File: src/shared/servo_out_pkg.sv
/*
 * Constants, types and register map of the servo output terminal logic.
 * Assumes one 20 MHz drive clock and a plain register port with a word index address.
 */
package servo_out_pkg;
	localparam int unsigned CLK_NS = 50;
	localparam int unsigned TICK_NS = 1000000;
	localparam int unsigned TICK_CYC = (TICK_NS + CLK_NS - 1) / CLK_NS;
	localparam int unsigned N_PHYS = 3;
	localparam int unsigned N_COMM = 16;
	localparam int unsigned N_OUT = N_PHYS + N_COMM;
	localparam int unsigned N_STEP = 8;
	localparam int unsigned N_EV = 4;

	localparam logic [7:0] ADDR_SEL1 = 8'h00;
	localparam logic [7:0] ADDR_INPOS_FMT = 8'h03;
	localparam logic [7:0] ADDR_BRAKE_DLY = 8'h04;
	localparam logic [7:0] ADDR_MAX_PS = 8'h05;
	localparam logic [7:0] ADDR_MAX_TQ = 8'h06;
	localparam logic [7:0] ADDR_TQ_LIM_SEL = 8'h07;
	localparam logic [7:0] ADDR_IRQ_STAT = 8'h08;
	localparam logic [7:0] ADDR_IRQ_EN = 8'h09;
	localparam logic [7:0] ADDR_IRQ_CLR = 8'h0A;
	localparam logic [7:0] ADDR_STATE = 8'h0B;
	localparam logic [7:0] ADDR_COMM_BASE = 8'h10;
	localparam logic [7:0] ADDR_STEP_BASE = 8'h20;

	localparam logic [7:0] SEL1_RST = 8'h01;
	localparam logic [7:0] SEL2_RST = 8'h02;
	localparam logic [7:0] SEL3_RST = 8'h4C;
	localparam logic [7:0] COMM_SEL_RST = 8'h00;
	localparam logic INPOS_FMT_RST = 1'b0;
	localparam logic [15:0] BRAKE_DLY_RST = 16'h0064;
	localparam logic [15:0] MAX_PS_RST = 16'h1388;
	localparam logic [15:0] MAX_TQ_RST = 16'h1388;
	localparam logic TQ_LIM_SEL_RST = 1'b0;
	localparam logic [15:0] STEP_RST = 16'h03E8;

	localparam logic [6:0] FN_READY = 7'h01;
	localparam logic [6:0] FN_INPOS = 7'h02;
	localparam logic [6:0] FN_SPDLIM = 7'h0B;
	localparam logic [6:0] FN_OVW = 7'h0D;
	localparam logic [6:0] FN_BRAKE = 7'h0E;
	localparam logic [6:0] FN_ALM_NO = 7'h10;
	localparam logic [6:0] FN_CTRL_RDY = 7'h1C;
	localparam logic [6:0] FN_ALM_CODE = 7'h20;
	localparam logic [6:0] FN_MODE = 7'h3C;
	localparam logic [6:0] FN_ALM_NC = 7'h4C;

	localparam int unsigned EV_ALARM = 0;
	localparam int unsigned EV_INPOS = 1;
	localparam int unsigned EV_SPDLIM = 2;
	localparam int unsigned EV_OVW = 3;

	typedef enum logic [1:0] {MODE_POS, MODE_SPEED, MODE_TORQUE} ctrl_mode_e;

	typedef struct packed {
		logic wr;
		logic rd;
		logic [7:0] addr;
		logic [15:0] wdata;
	} reg_req_s;

	typedef struct packed {
		logic servo_on;
		logic emergency_stop_in;
		logic coast_request_in;
		logic ctrl_ready;
		logic fault;
		logic alarm_reset;
		logic motion_start;
		logic motion_done;
		logic pulse_op;
		logic overwrite_done;
		logic teach_entry;
		logic [2:0] speed_step_select;
		logic [4:0] alarm_code;
		logic [7:0] mode_bits;
		ctrl_mode_e mode;
		logic [15:0] motor_speed;
	} drive_state_s;
endpackage

File: src/design/servo_output_terminal_logic.sv
/*
 * Output terminal function logic: status functions, drive enable sequence, selectable outputs,
 * register port and interrupt. Assumes every drive_state_s field is synchronous to clk.
 */
// Local design decisions: the register addresses and strobed register access.
module servo_output_terminal_logic #(
	parameter int unsigned TICK_CYC = servo_out_pkg::TICK_CYC
) (
	input wire logic clk,
	input wire logic rst_n,
	input wire servo_out_pkg::reg_req_s reg_req,
	output logic [15:0] rdata,
	input wire servo_out_pkg::drive_state_s drive,
	output logic phys_output_one,
	output logic phys_output_two,
	output logic phys_output_three,
	output logic [15:0] comm_output_bits,
	output logic base_on,
	output logic irq
);
	typedef enum logic [1:0] {ST_OFF, ST_RUN, ST_HOLD} seq_e;

	seq_e state_q;
	seq_e state_d;
	logic alarm_q;
	logic arst_prev_q;
	logic loaded_q;
	logic [7:0] sel_sh_q [servo_out_pkg::N_OUT];
	logic [7:0] sel_act_q [servo_out_pkg::N_OUT];
	logic [servo_out_pkg::N_OUT-1:0] out_q;
	logic inpos_fmt_q;
	logic [15:0] brake_dly_q;
	logic [15:0] max_ps_q;
	logic [15:0] max_tq_q;
	logic tq_lim_sel_q;
	logic [15:0] step_q [servo_out_pkg::N_STEP];
	logic [servo_out_pkg::N_EV-1:0] irq_stat_q;
	logic [servo_out_pkg::N_EV-1:0] irq_en_q;
	logic [servo_out_pkg::N_EV-1:0] ev_prev_q;
	logic [servo_out_pkg::N_EV-1:0] ev_now;
	logic [31:0] tick_q;
	logic [15:0] ms_q;
	logic hold_done;
	logic inpos_lvl_q;
	logic inpos_prev_q;
	logic ovw_q;
	logic teach_prev_q;
	logic inpos_fn;
	logic ready_fn;
	logic brake_fn;
	logic spdlim_fn;
	logic ovw_fn;
	logic ready_cond;
	logic [15:0] spd_lim;
	logic [127:0] fn_vec;
	logic [15:0] rdata_q;
	logic [15:0] rd_mux;

	// servo enable sequence
	assign ready_cond = drive.servo_on && drive.emergency_stop_in && !drive.coast_request_in
		&& !alarm_q && !drive.fault && drive.ctrl_ready;
	assign hold_done = (ms_q >= brake_dly_q);

	always_comb begin
		state_d = state_q;
		unique case (state_q)
			ST_OFF: begin
				if (ready_cond) begin
					state_d = ST_RUN;
				end
			end
			ST_RUN: begin
				if (drive.fault || alarm_q) begin
					state_d = ST_OFF;
				end else if (!drive.servo_on) begin
					state_d = ST_HOLD;
				end else if (!ready_cond) begin
					state_d = ST_OFF;
				end
			end
			ST_HOLD: begin
				// base stays on through the delay so the motor holds while the brake closes
				if (drive.fault || alarm_q || hold_done) begin
					state_d = ST_OFF;
				end
			end
		endcase
	end

	always_ff @(posedge clk or negedge rst_n) begin
		if (!rst_n) begin
			state_q <= ST_OFF;
		end else begin
			state_q <= state_d;
		end
	end

	// millisecond timer for the hold delay; runs only in the hold state
	always_ff @(posedge clk or negedge rst_n) begin
		if (!rst_n) begin
			tick_q <= 32'h0;
			ms_q <= 16'h0;
		end else if (state_q != ST_HOLD) begin
			tick_q <= 32'h0;
			ms_q <= 16'h0;
		end else if (tick_q == TICK_CYC - 1) begin
			tick_q <= 32'h0;
			ms_q <= ms_q + 16'h1;
		end else begin
			tick_q <= tick_q + 32'h1;
		end
	end

	assign base_on = (state_q != ST_OFF);
	assign ready_fn = (state_q != ST_OFF);
	assign brake_fn = (state_q == ST_RUN);

	// alarm latch: a fault in the reset cycle keeps the alarm
	always_ff @(posedge clk or negedge rst_n) begin
		if (!rst_n) begin
			alarm_q <= 1'b0;
			arst_prev_q <= 1'b0;
		end else begin
			arst_prev_q <= drive.alarm_reset;
			if (drive.fault) begin
				alarm_q <= 1'b1;
			end else if (drive.alarm_reset && !arst_prev_q) begin
				alarm_q <= 1'b0;
			end
		end
	end

	// in-position level and single shot
	always_ff @(posedge clk or negedge rst_n) begin
		if (!rst_n) begin
			inpos_lvl_q <= 1'b0;
			inpos_prev_q <= 1'b0;
		end else begin
			inpos_prev_q <= inpos_lvl_q;
			if (alarm_q || drive.fault) begin
				inpos_lvl_q <= 1'b0;
			end else if (drive.motion_done) begin
				inpos_lvl_q <= 1'b1;
			end else if (drive.motion_start) begin
				inpos_lvl_q <= 1'b0;
			end
		end
	end

	always_comb begin
		if (drive.mode != servo_out_pkg::MODE_POS) begin
			inpos_fn = 1'b1;
		end else if (inpos_fmt_q) begin
			inpos_fn = inpos_lvl_q && !inpos_prev_q;
		end else begin
			inpos_fn = inpos_lvl_q;
		end
	end

	// speed limit selection
	always_comb begin
		if (drive.mode == servo_out_pkg::MODE_TORQUE) begin
			spd_lim = tq_lim_sel_q ? step_q[drive.speed_step_select] : max_tq_q;
		end else begin
			spd_lim = max_ps_q;
		end
	end
	// command pulse operation has no limit detection
	assign spdlim_fn = !(drive.mode == servo_out_pkg::MODE_POS && drive.pulse_op)
		&& (drive.motor_speed >= spd_lim);

	// overwrite completion, re-armed when a new teach entry begins
	always_ff @(posedge clk or negedge rst_n) begin
		if (!rst_n) begin
			ovw_q <= 1'b0;
			teach_prev_q <= 1'b0;
		end else begin
			teach_prev_q <= drive.teach_entry;
			if (drive.overwrite_done) begin
				ovw_q <= 1'b1;
			end else if (drive.teach_entry && !teach_prev_q) begin
				ovw_q <= 1'b0;
			end
		end
	end
	assign ovw_fn = ovw_q || drive.teach_entry;

	// function table indexed by code; unlisted codes read low
	always_comb begin
		fn_vec = 128'h0;
		fn_vec[servo_out_pkg::FN_READY] = ready_fn;
		fn_vec[servo_out_pkg::FN_INPOS] = inpos_fn;
		fn_vec[servo_out_pkg::FN_SPDLIM] = spdlim_fn;
		fn_vec[servo_out_pkg::FN_OVW] = ovw_fn;
		fn_vec[servo_out_pkg::FN_BRAKE] = brake_fn;
		fn_vec[servo_out_pkg::FN_ALM_NO] = alarm_q;
		fn_vec[servo_out_pkg::FN_ALM_NC] = !alarm_q;
		fn_vec[servo_out_pkg::FN_CTRL_RDY] = drive.ctrl_ready;
		fn_vec[servo_out_pkg::FN_ALM_CODE +: 5] = drive.alarm_code;
		fn_vec[servo_out_pkg::FN_MODE +: 8] = drive.mode_bits;
	end

	// selections: shadow copies are what software sees; active copies load once after power-up
	always_ff @(posedge clk or negedge rst_n) begin
		if (!rst_n) begin
			loaded_q <= 1'b0;
		end else begin
			loaded_q <= 1'b1;
		end
	end

	for (genvar i = 0; i < servo_out_pkg::N_OUT; i++) begin : g_out
		localparam logic [7:0] ADDR = (i < servo_out_pkg::N_PHYS) ? 8'(servo_out_pkg::ADDR_SEL1 + i)
			: 8'(servo_out_pkg::ADDR_COMM_BASE + i - servo_out_pkg::N_PHYS);
		localparam logic [7:0] RST = (i == 0) ? servo_out_pkg::SEL1_RST : (i == 1) ? servo_out_pkg::SEL2_RST
			: (i == 2) ? servo_out_pkg::SEL3_RST : servo_out_pkg::COMM_SEL_RST;
		// non-volatile copy: rst_n stands for a power cycle, so a written selection must survive it
		logic [7:0] sh_q = RST;
		always_ff @(posedge clk) begin
			if (reg_req.wr && reg_req.addr == ADDR) begin
				sh_q <= reg_req.wdata[7:0];
			end
		end
		assign sel_sh_q[i] = sh_q;
		always_ff @(posedge clk or negedge rst_n) begin
			if (!rst_n) begin
				sel_act_q[i] <= RST;
			end else if (!loaded_q) begin
				sel_act_q[i] <= sel_sh_q[i];
			end
		end
		always_ff @(posedge clk or negedge rst_n) begin
			if (!rst_n) begin
				out_q[i] <= 1'b0;
			end else begin
				out_q[i] <= !sel_act_q[i][7] && fn_vec[sel_act_q[i][6:0]];
			end
		end
	end

	assign phys_output_one = out_q[0];
	assign phys_output_two = out_q[1];
	assign phys_output_three = out_q[2];
	assign comm_output_bits = out_q[servo_out_pkg::N_OUT-1:servo_out_pkg::N_PHYS];

	// settings registers
	always_ff @(posedge clk or negedge rst_n) begin
		if (!rst_n) begin
			inpos_fmt_q <= servo_out_pkg::INPOS_FMT_RST;
			brake_dly_q <= servo_out_pkg::BRAKE_DLY_RST;
			max_ps_q <= servo_out_pkg::MAX_PS_RST;
			max_tq_q <= servo_out_pkg::MAX_TQ_RST;
			tq_lim_sel_q <= servo_out_pkg::TQ_LIM_SEL_RST;
		end else if (reg_req.wr) begin
			unique case (reg_req.addr)
				servo_out_pkg::ADDR_INPOS_FMT: inpos_fmt_q <= reg_req.wdata[0];
				servo_out_pkg::ADDR_BRAKE_DLY: brake_dly_q <= reg_req.wdata;
				servo_out_pkg::ADDR_MAX_PS: max_ps_q <= reg_req.wdata;
				servo_out_pkg::ADDR_MAX_TQ: max_tq_q <= reg_req.wdata;
				servo_out_pkg::ADDR_TQ_LIM_SEL: tq_lim_sel_q <= reg_req.wdata[0];
				default: ;
			endcase
		end
	end

	for (genvar s = 0; s < servo_out_pkg::N_STEP; s++) begin : g_step
		always_ff @(posedge clk or negedge rst_n) begin
			if (!rst_n) begin
				step_q[s] <= servo_out_pkg::STEP_RST;
			end else if (reg_req.wr && reg_req.addr == 8'(servo_out_pkg::ADDR_STEP_BASE + s)) begin
				step_q[s] <= reg_req.wdata;
			end
		end
	end

	// interrupt: rising edges set sticky bits; a set in the clear cycle wins
	assign ev_now = {ovw_fn, spdlim_fn, inpos_fn, alarm_q};
	always_ff @(posedge clk or negedge rst_n) begin
		if (!rst_n) begin
			ev_prev_q <= '0;
			irq_stat_q <= '0;
			irq_en_q <= '0;
		end else begin
			ev_prev_q <= ev_now;
			if (reg_req.wr && reg_req.addr == servo_out_pkg::ADDR_IRQ_EN) begin
				irq_en_q <= reg_req.wdata[servo_out_pkg::N_EV-1:0];
			end
			if (reg_req.wr && reg_req.addr == servo_out_pkg::ADDR_IRQ_CLR) begin
				irq_stat_q <= (irq_stat_q & ~reg_req.wdata[servo_out_pkg::N_EV-1:0]) | (ev_now & ~ev_prev_q);
			end else begin
				irq_stat_q <= irq_stat_q | (ev_now & ~ev_prev_q);
			end
		end
	end
	assign irq = |(irq_stat_q & irq_en_q);

	// read port
	always_comb begin
		rd_mux = 16'h0;
		unique case (reg_req.addr)
			servo_out_pkg::ADDR_INPOS_FMT: rd_mux = {15'h0, inpos_fmt_q};
			servo_out_pkg::ADDR_BRAKE_DLY: rd_mux = brake_dly_q;
			servo_out_pkg::ADDR_MAX_PS: rd_mux = max_ps_q;
			servo_out_pkg::ADDR_MAX_TQ: rd_mux = max_tq_q;
			servo_out_pkg::ADDR_TQ_LIM_SEL: rd_mux = {15'h0, tq_lim_sel_q};
			servo_out_pkg::ADDR_IRQ_STAT: rd_mux = {12'h0, irq_stat_q};
			servo_out_pkg::ADDR_IRQ_EN: rd_mux = {12'h0, irq_en_q};
			servo_out_pkg::ADDR_STATE: rd_mux = {9'h0, base_on, brake_fn, ready_fn, alarm_q, inpos_fn,
				spdlim_fn, ovw_fn};
			default: ;
		endcase
		for (int k = 0; k < servo_out_pkg::N_OUT; k++) begin
			if (reg_req.addr == ((k < servo_out_pkg::N_PHYS) ? 8'(servo_out_pkg::ADDR_SEL1 + k)
				: 8'(servo_out_pkg::ADDR_COMM_BASE + k - servo_out_pkg::N_PHYS))) begin
				rd_mux = {8'h0, sel_sh_q[k]};
			end
		end
		for (int k = 0; k < servo_out_pkg::N_STEP; k++) begin
			if (reg_req.addr == 8'(servo_out_pkg::ADDR_STEP_BASE + k)) begin
				rd_mux = step_q[k];
			end
		end
	end

	always_ff @(posedge clk or negedge rst_n) begin
		if (!rst_n) begin
			rdata_q <= 16'h0;
		end else begin
			rdata_q <= reg_req.rd ? rd_mux : 16'h0;
		end
	end
	assign rdata = rdata_q;
endmodule

File: config.mk
export PLATFORM = sky130hd
export DESIGN_NAME = servo_output_terminal_logic
export DESIGN_NICKNAME = d
export VERILOG_FILES = /design/src/shared/servo_out_pkg.sv /design/src/design/servo_output_terminal_logic.sv
export SDC_FILE = /design/constraint.sdc
export NUM_CORES = 1
export LEC_CHECK = 0
export BUFFER_PORTS_ARGS = -buffer_cell sky130_fd_sc_hd__buf_4
export CORE_UTILIZATION = 42
export DETAILED_ROUTE_END_ITERATION = 10
export GPL_TIMING_DRIVEN = 0
export PLACE_DENSITY_LB_ADDON = 0.12
export SLEW_MARGIN = 20
export SYNTH_ARGS = -nofsm -noshare
export SYNTH_HDL_FRONTEND = slang
export SYNTH_SLANG_ARGS = --single-unit
File: constraint.sdc
create_clock -name clk -period 5.35 [get_ports clk]
set_clock_uncertainty 0.15 [all_clocks]
set_input_delay 0.2675 -clock clk [delete_from_list [all_inputs] [get_ports clk]]
set_output_delay 0.2675 -clock clk [all_outputs]
set_load 0.01 [all_outputs]
Word-level counts from Yosys, hierarchy flattened
Cells that the tools add are included.
Storage, ports and cells
  flip-flop bits (word level): 586
  input bits: 73
Operators by class
  add/subtract/negate cells: 2
  magnitude comparators: 22
  eq/ne operators: 43
  multiplexer cells: 92
  bitwise operators: 8
  reduce and logical (&&, ||, !) cells: 103
Operators by type and width (count)
  2-to-1 mux 16 bit: 34
  less-than comparator 7 x 8 -> 1 bit, second input constant: 19
  binary-select mux 1 bit (select 7 bit): 19
  == test 8 x 5 -> 1 bit, second input constant: 16
  case mux 16 bit (8 select lines): 1
  == test 8 x 6 -> 1 bit, second input constant: 8
  2-to-1 mux 32 bit: 2
  logical AND 1 bit: 58
  binary-select mux 16 bit (select 3 bit): 1
  adder 32 x 1 -> 32 bit, second input constant: 1
  == test 32 x 15 -> 1 bit, second input constant: 1
  == test 8 x 3 -> 1 bit, second input constant: 4
  == test 8 x 4 -> 1 bit, second input constant: 4
  greater-or-equal comparator 16 bit: 2
  2-to-1 mux 1 bit: 28
  zero test 1 bit: 26
  adder 16 x 1 -> 16 bit, second input constant: 1
  == test 8 x 2 -> 1 bit, second input constant: 2
  bitwise AND 4 bit: 3
  2-to-1 mux 2 bit: 5
  AND reduction 2 bit: 5
  nonzero test 2 bit: 5
  == test 8 x 1 -> 1 bit, second input constant: 1
  zero test 8 bit: 1
  15 further kinds: 23

Logic depth before layout (Yosys ltp)
  depth after elaboration: 37
  mapped depth: 14
  depth with buffers taken out: 13

Worst setup path before layout
No wires, ideal clock.
  path type: input port to flip-flop
  start point: input port drive[31] (netlist name)
  end point: register out_q, in the netlist comm_output_bits[0]
  setup time: 0.120 ns
  data arrival time: 3.479 ns
  data required time: 5.080 ns
  setup slack: 1.602 ns
  cell stages on the path: 14
  path buffers: 3
  path through: clkbuf_1 buf_1 mux4_2 mux2i_1 a211oi_1 a21oi_1 ha_1 a21oi_1 o21ai_0 a211o_1 a32oi_1 clkbuf_1 o211ai_1 and3b_1
Between the ends
  longest elaborated chain between the ends: 11
RTL lines
  from (decl): line servo_output_terminal_logic.sv:13  | input wire servo_out_pkg::drive_state_s drive,
  NOT 3 -> 4 bit (not written as such): line servo_output_terminal_logic.sv:163  | spd_lim = tq_lim_sel_q ? step_q[drive.speed_step_select] : max_tq_q;
  binary-select mux 16 bit (select 3 bit): line servo_output_terminal_logic.sv:163
  2-to-1 mux 16 bit (not written as such) (2 in a row): line servo_output_terminal_logic.sv:163
  2-to-1 mux 16 bit: line servo_output_terminal_logic.sv:163
  2-to-1 mux 16 bit: line servo_output_terminal_logic.sv:162  | if (drive.mode == servo_out_pkg::MODE_TORQUE) begin
  greater-or-equal comparator 16 bit: line servo_output_terminal_logic.sv:170  | && (drive.motor_speed >= spd_lim);
  logical AND 1 bit: line servo_output_terminal_logic.sv:170
  binary-select mux 1 bit (select 7 bit): line servo_output_terminal_logic.sv:236  | out_q[i] <= !sel_act_q[i][7] && fn_vec[sel_act_q[i][6:0]];
  2-to-1 mux 1 bit (not written as such): line servo_output_terminal_logic.sv:236
  logical AND 1 bit: line servo_output_terminal_logic.sv:236
  to (signal, indexed assignment): line servo_output_terminal_logic.sv:236
  to (decl): line servo_output_terminal_logic.sv:30  | logic [servo_out_pkg::N_OUT-1:0] out_q;
No other way between the ends. The select of a mux whose other input is x is not followed.
A chain may end at the register's enable or synchronous reset.

Final worst setup path
  start point: input port drive[32] (netlist name)
  end point: register out_q, in the netlist comm_output_bits[6]
The elaborated chain is that of the path after synthesis.

==> flow_summary.yaml <==
outcome:
  violations: "design-rule violations"
  outcome: "finished, violations left"
cts:
  htree_levels: 3
  cts_root_buf: "clkbuf_16"
  hold_buffers: 24
  cts_tree: "done"
  path_clk_slew_ns: 0.06
  cts_max_path_buffers: 3
  post-cts-setup-buffers: 0
  clk_latency_ns: 0.62
  numCtsBuffers: 69
  cts.sinks: 586
  cts.repair.resized: 0
synthesis:
  synthArstFlopShare_pct: 74.06
  synth-edff-count: 152
  syn-num-nets: 2775
  netlist_instances: 2665
  synth_ff_type: "dfrtp_1"
  ys_seq_area_share_pct: 49.67
  ys_ff_latch: 586
  syn_area_sq_um: 31220
  ys_types: 82
  ys.warnings.count: 0
  syn_avg_cell_area_sq_um: 11.71
global_route:
  grt_pass1_wl_um: 178000
  gr-total-overflow: 0
  track_usage_pct: 32.90
  grt_max_degree: 81
  antenna_found_initial: 4
  grt_pass1_vias: 25020
timing:
  fin_crit_ns: 5.079
  tightest_slew_ns: 1.266
  slew_violations: 0
  max_freq_ghz: 0.1969
  tns_ns: 0
  rsz0062_at_grt: "false"
  hold_viol: 0
  relSlewSlack_pct: 15.30
  period_share_pct: 94.93
  finalSetupViolations: 0
  layout_setup_ws_ns: 0.2715
placement:
  globalplace.congestion: 1.036
  dp.cells: 3731
  numPortBuffers: 102
  dp_slack_ns: -0.5665
  dp_hpwl_um: 87220
  dpl_cell_area_sq_um: 33350
hold_path:
  hp-class: "in2async"
routing:
  dr_wl_met3_um: 10810
  drtIter0Drc: 3306
  drtPass1Iterations: 9
  dr_wl_met2_um: 56300
  dr_total_vias: 25570
  via_per_inst: 6.576
  final_antenna_net_count: 0
  wl_met1_um: 50120
  drcViolationCount: 18
  top_layer: "met5"
  detail_route.wirelength_um: 123800
  wl_per_cell_um: 31.83
setup_path:
  required_ns: 5.69
  crit_path_frequent_cell: "o21ai_0"
  rr_startpoint: "tq_lim_sel_q"
  worstPathMaxFanout: 10
  worstRegToRegCells: 12
  cp-start-kind: "input pin"
  slowest_delay_ns: 0.89
  worstPathCellList: "clkbuf_1 > buf_1 > mux4_2 > mux2i_1 > a211oi_1 > a21oi_1 > ha_1 > o21ai_0 > o21ai_0 > a211o_1 > a32oi_1 > clkbuf_2 > o211ai_1 > and3b_1"
  critPathKind: "in2reg"
  crit_slowest_cell: "buf_1"
  critPathLaunch: "drive[32]"
  crit_path_end_kind: "flop"
  critPathArrivalTime_ns: 5.42
flow_run:
  timing.max_cap.violations: 0
finish:
  drive_gt1_share_pct: 26.40
  areaGrowthSynthToFinish_pct: 15.05
  mostFrequentLayoutCells: "368 x dfrtp_1, 338 x mux2_2, 168 x clkbuf_1"
  fin_util_pct: 49.07
  stdcell_count: 3888
  layout_commonest_cell: "dfrtp_1"
  final_nets: 2978
  fillCellCount: 6609
  fin_area_sq_um: 35920
floorplanning:
  die_area_sq_um: 75430
  rows: 99
  core_area_sq_um: 73210
  start_util_pct: 42.65
  die_h_um: 274.6
  io_pins: 110
  die_w_um: 274.6
pwr:
  peakVddDrop_mv: 0.1840
  leakage_nw: 13.88
  powerDensity_nw_per_um2: 309.8
==> flip-flops by register name, indices dropped and copies added, names as in the netlist, 16 cells and up <==
signal / flops
step_q: 128
ms_q: 16
tick_q: 32
max_ps_q: 16
comm_output_bits: 16
sel_act_q: 152
max_tq_q: 16
brake_dly_q: 16
rdata: 16
g_out.sh_q: 152
==> critical path, delay by kind of cell <==
family,cells,cell delay [ns]
buf+inv,3,2.12
compound gates,7,1.82
mux,2,0.71
fa+ha+maj,1,0.30
simple gates,1,0.20
==> per-stage QoR <==
step           hold slack (ns)  power (W)
2_1_floorplan          -0.1781   0.005666
3_3_place_gp            0.2468   0.006282
3_5_place_dp            0.1218   0.006330
4_1_cts                0.04079    0.01116
5_1_grt                 0.1124    0.01146
6_report               0.07019    0.01113
==> power by group <==
part           switching, W  total (W)  internal (W)  leakage (nW)
combinational      0.000888    0.00139      0.000499          6.00
clock               0.00195    0.00482       0.00287          1.11
sequential         0.000158    0.00492       0.00476          6.77
total               0.00300     0.0111       0.00813          13.9
==> cell type report <==
type	count	area, sq um	area share [%]
repair buffers	132	1166	3.246
plain buffers	203	813.3	2.264
diodes	5	12.51	0.03483
clock buffers	93	1921	5.347
well taps	959	1200	3.341
inverters	39	146.4	0.4076
clock inverters	34	366.6	1.021
flip-flops and latches	586	15510	43.17
multi-input cells	1837	14790	41.17
==> final timing paths <==
kind | endpoint | slack (ns)
worst min register to register | ev_prev_q[0] | 0.25
worst max register to register | comm_output_bits[6] | 0.68
worst min-delay path | comm_output_bits[0] | 0.07
min in group clk | ev_prev_q[2] | 0.12
worst max-delay path | comm_output_bits[6] | 0.27
max in group asynchronous | step_q[67] | 3.70
==> cell families after synthesis <==
| family | share of synthesized area [%] |
|---|---|
| simple gates | 12.97 |
| flops | 49.67 |
| compound gates | 11.12 |
| mux | 20.54 |
| buf+inv | 3.026 |
| xor+xnor | 1.178 |
| fa+ha+maj | 1.483 |
| other cells | 0.01201 |
==> per-layer routing <==
metal / track usage [%] / vias up
met4: 15.89 / 2
met2: 51.15 / 1564
met5: 0 / -
met3: 6.581 / 347
li1: - / 10620
met1: 44.06 / 13040
==> Yosys cell counts, drive strengths merged (35+ instances only) <==
master,count,area [sq um]
inv,38,142.6
mux2,339,3817
mux2i,41,410.4
nand3b,41,307.8
mux4,97,2185
edfxtp,152,4564
buf,43,197.7
dfstp,66,1734
nand4,36,225.2
dfrtp,368,9209
a21oi,128,640.6
o21ai,131,655.6
clkbuf,160,600.6
nor2,173,681.9
ha,37,462.9
nor4,50,319.1
and3,39,244.0
nand3,35,175.2
nor3,51,270.3
nand2,150,580.6
nor3b,40,300.3
(Power assumes the default switching activity.)
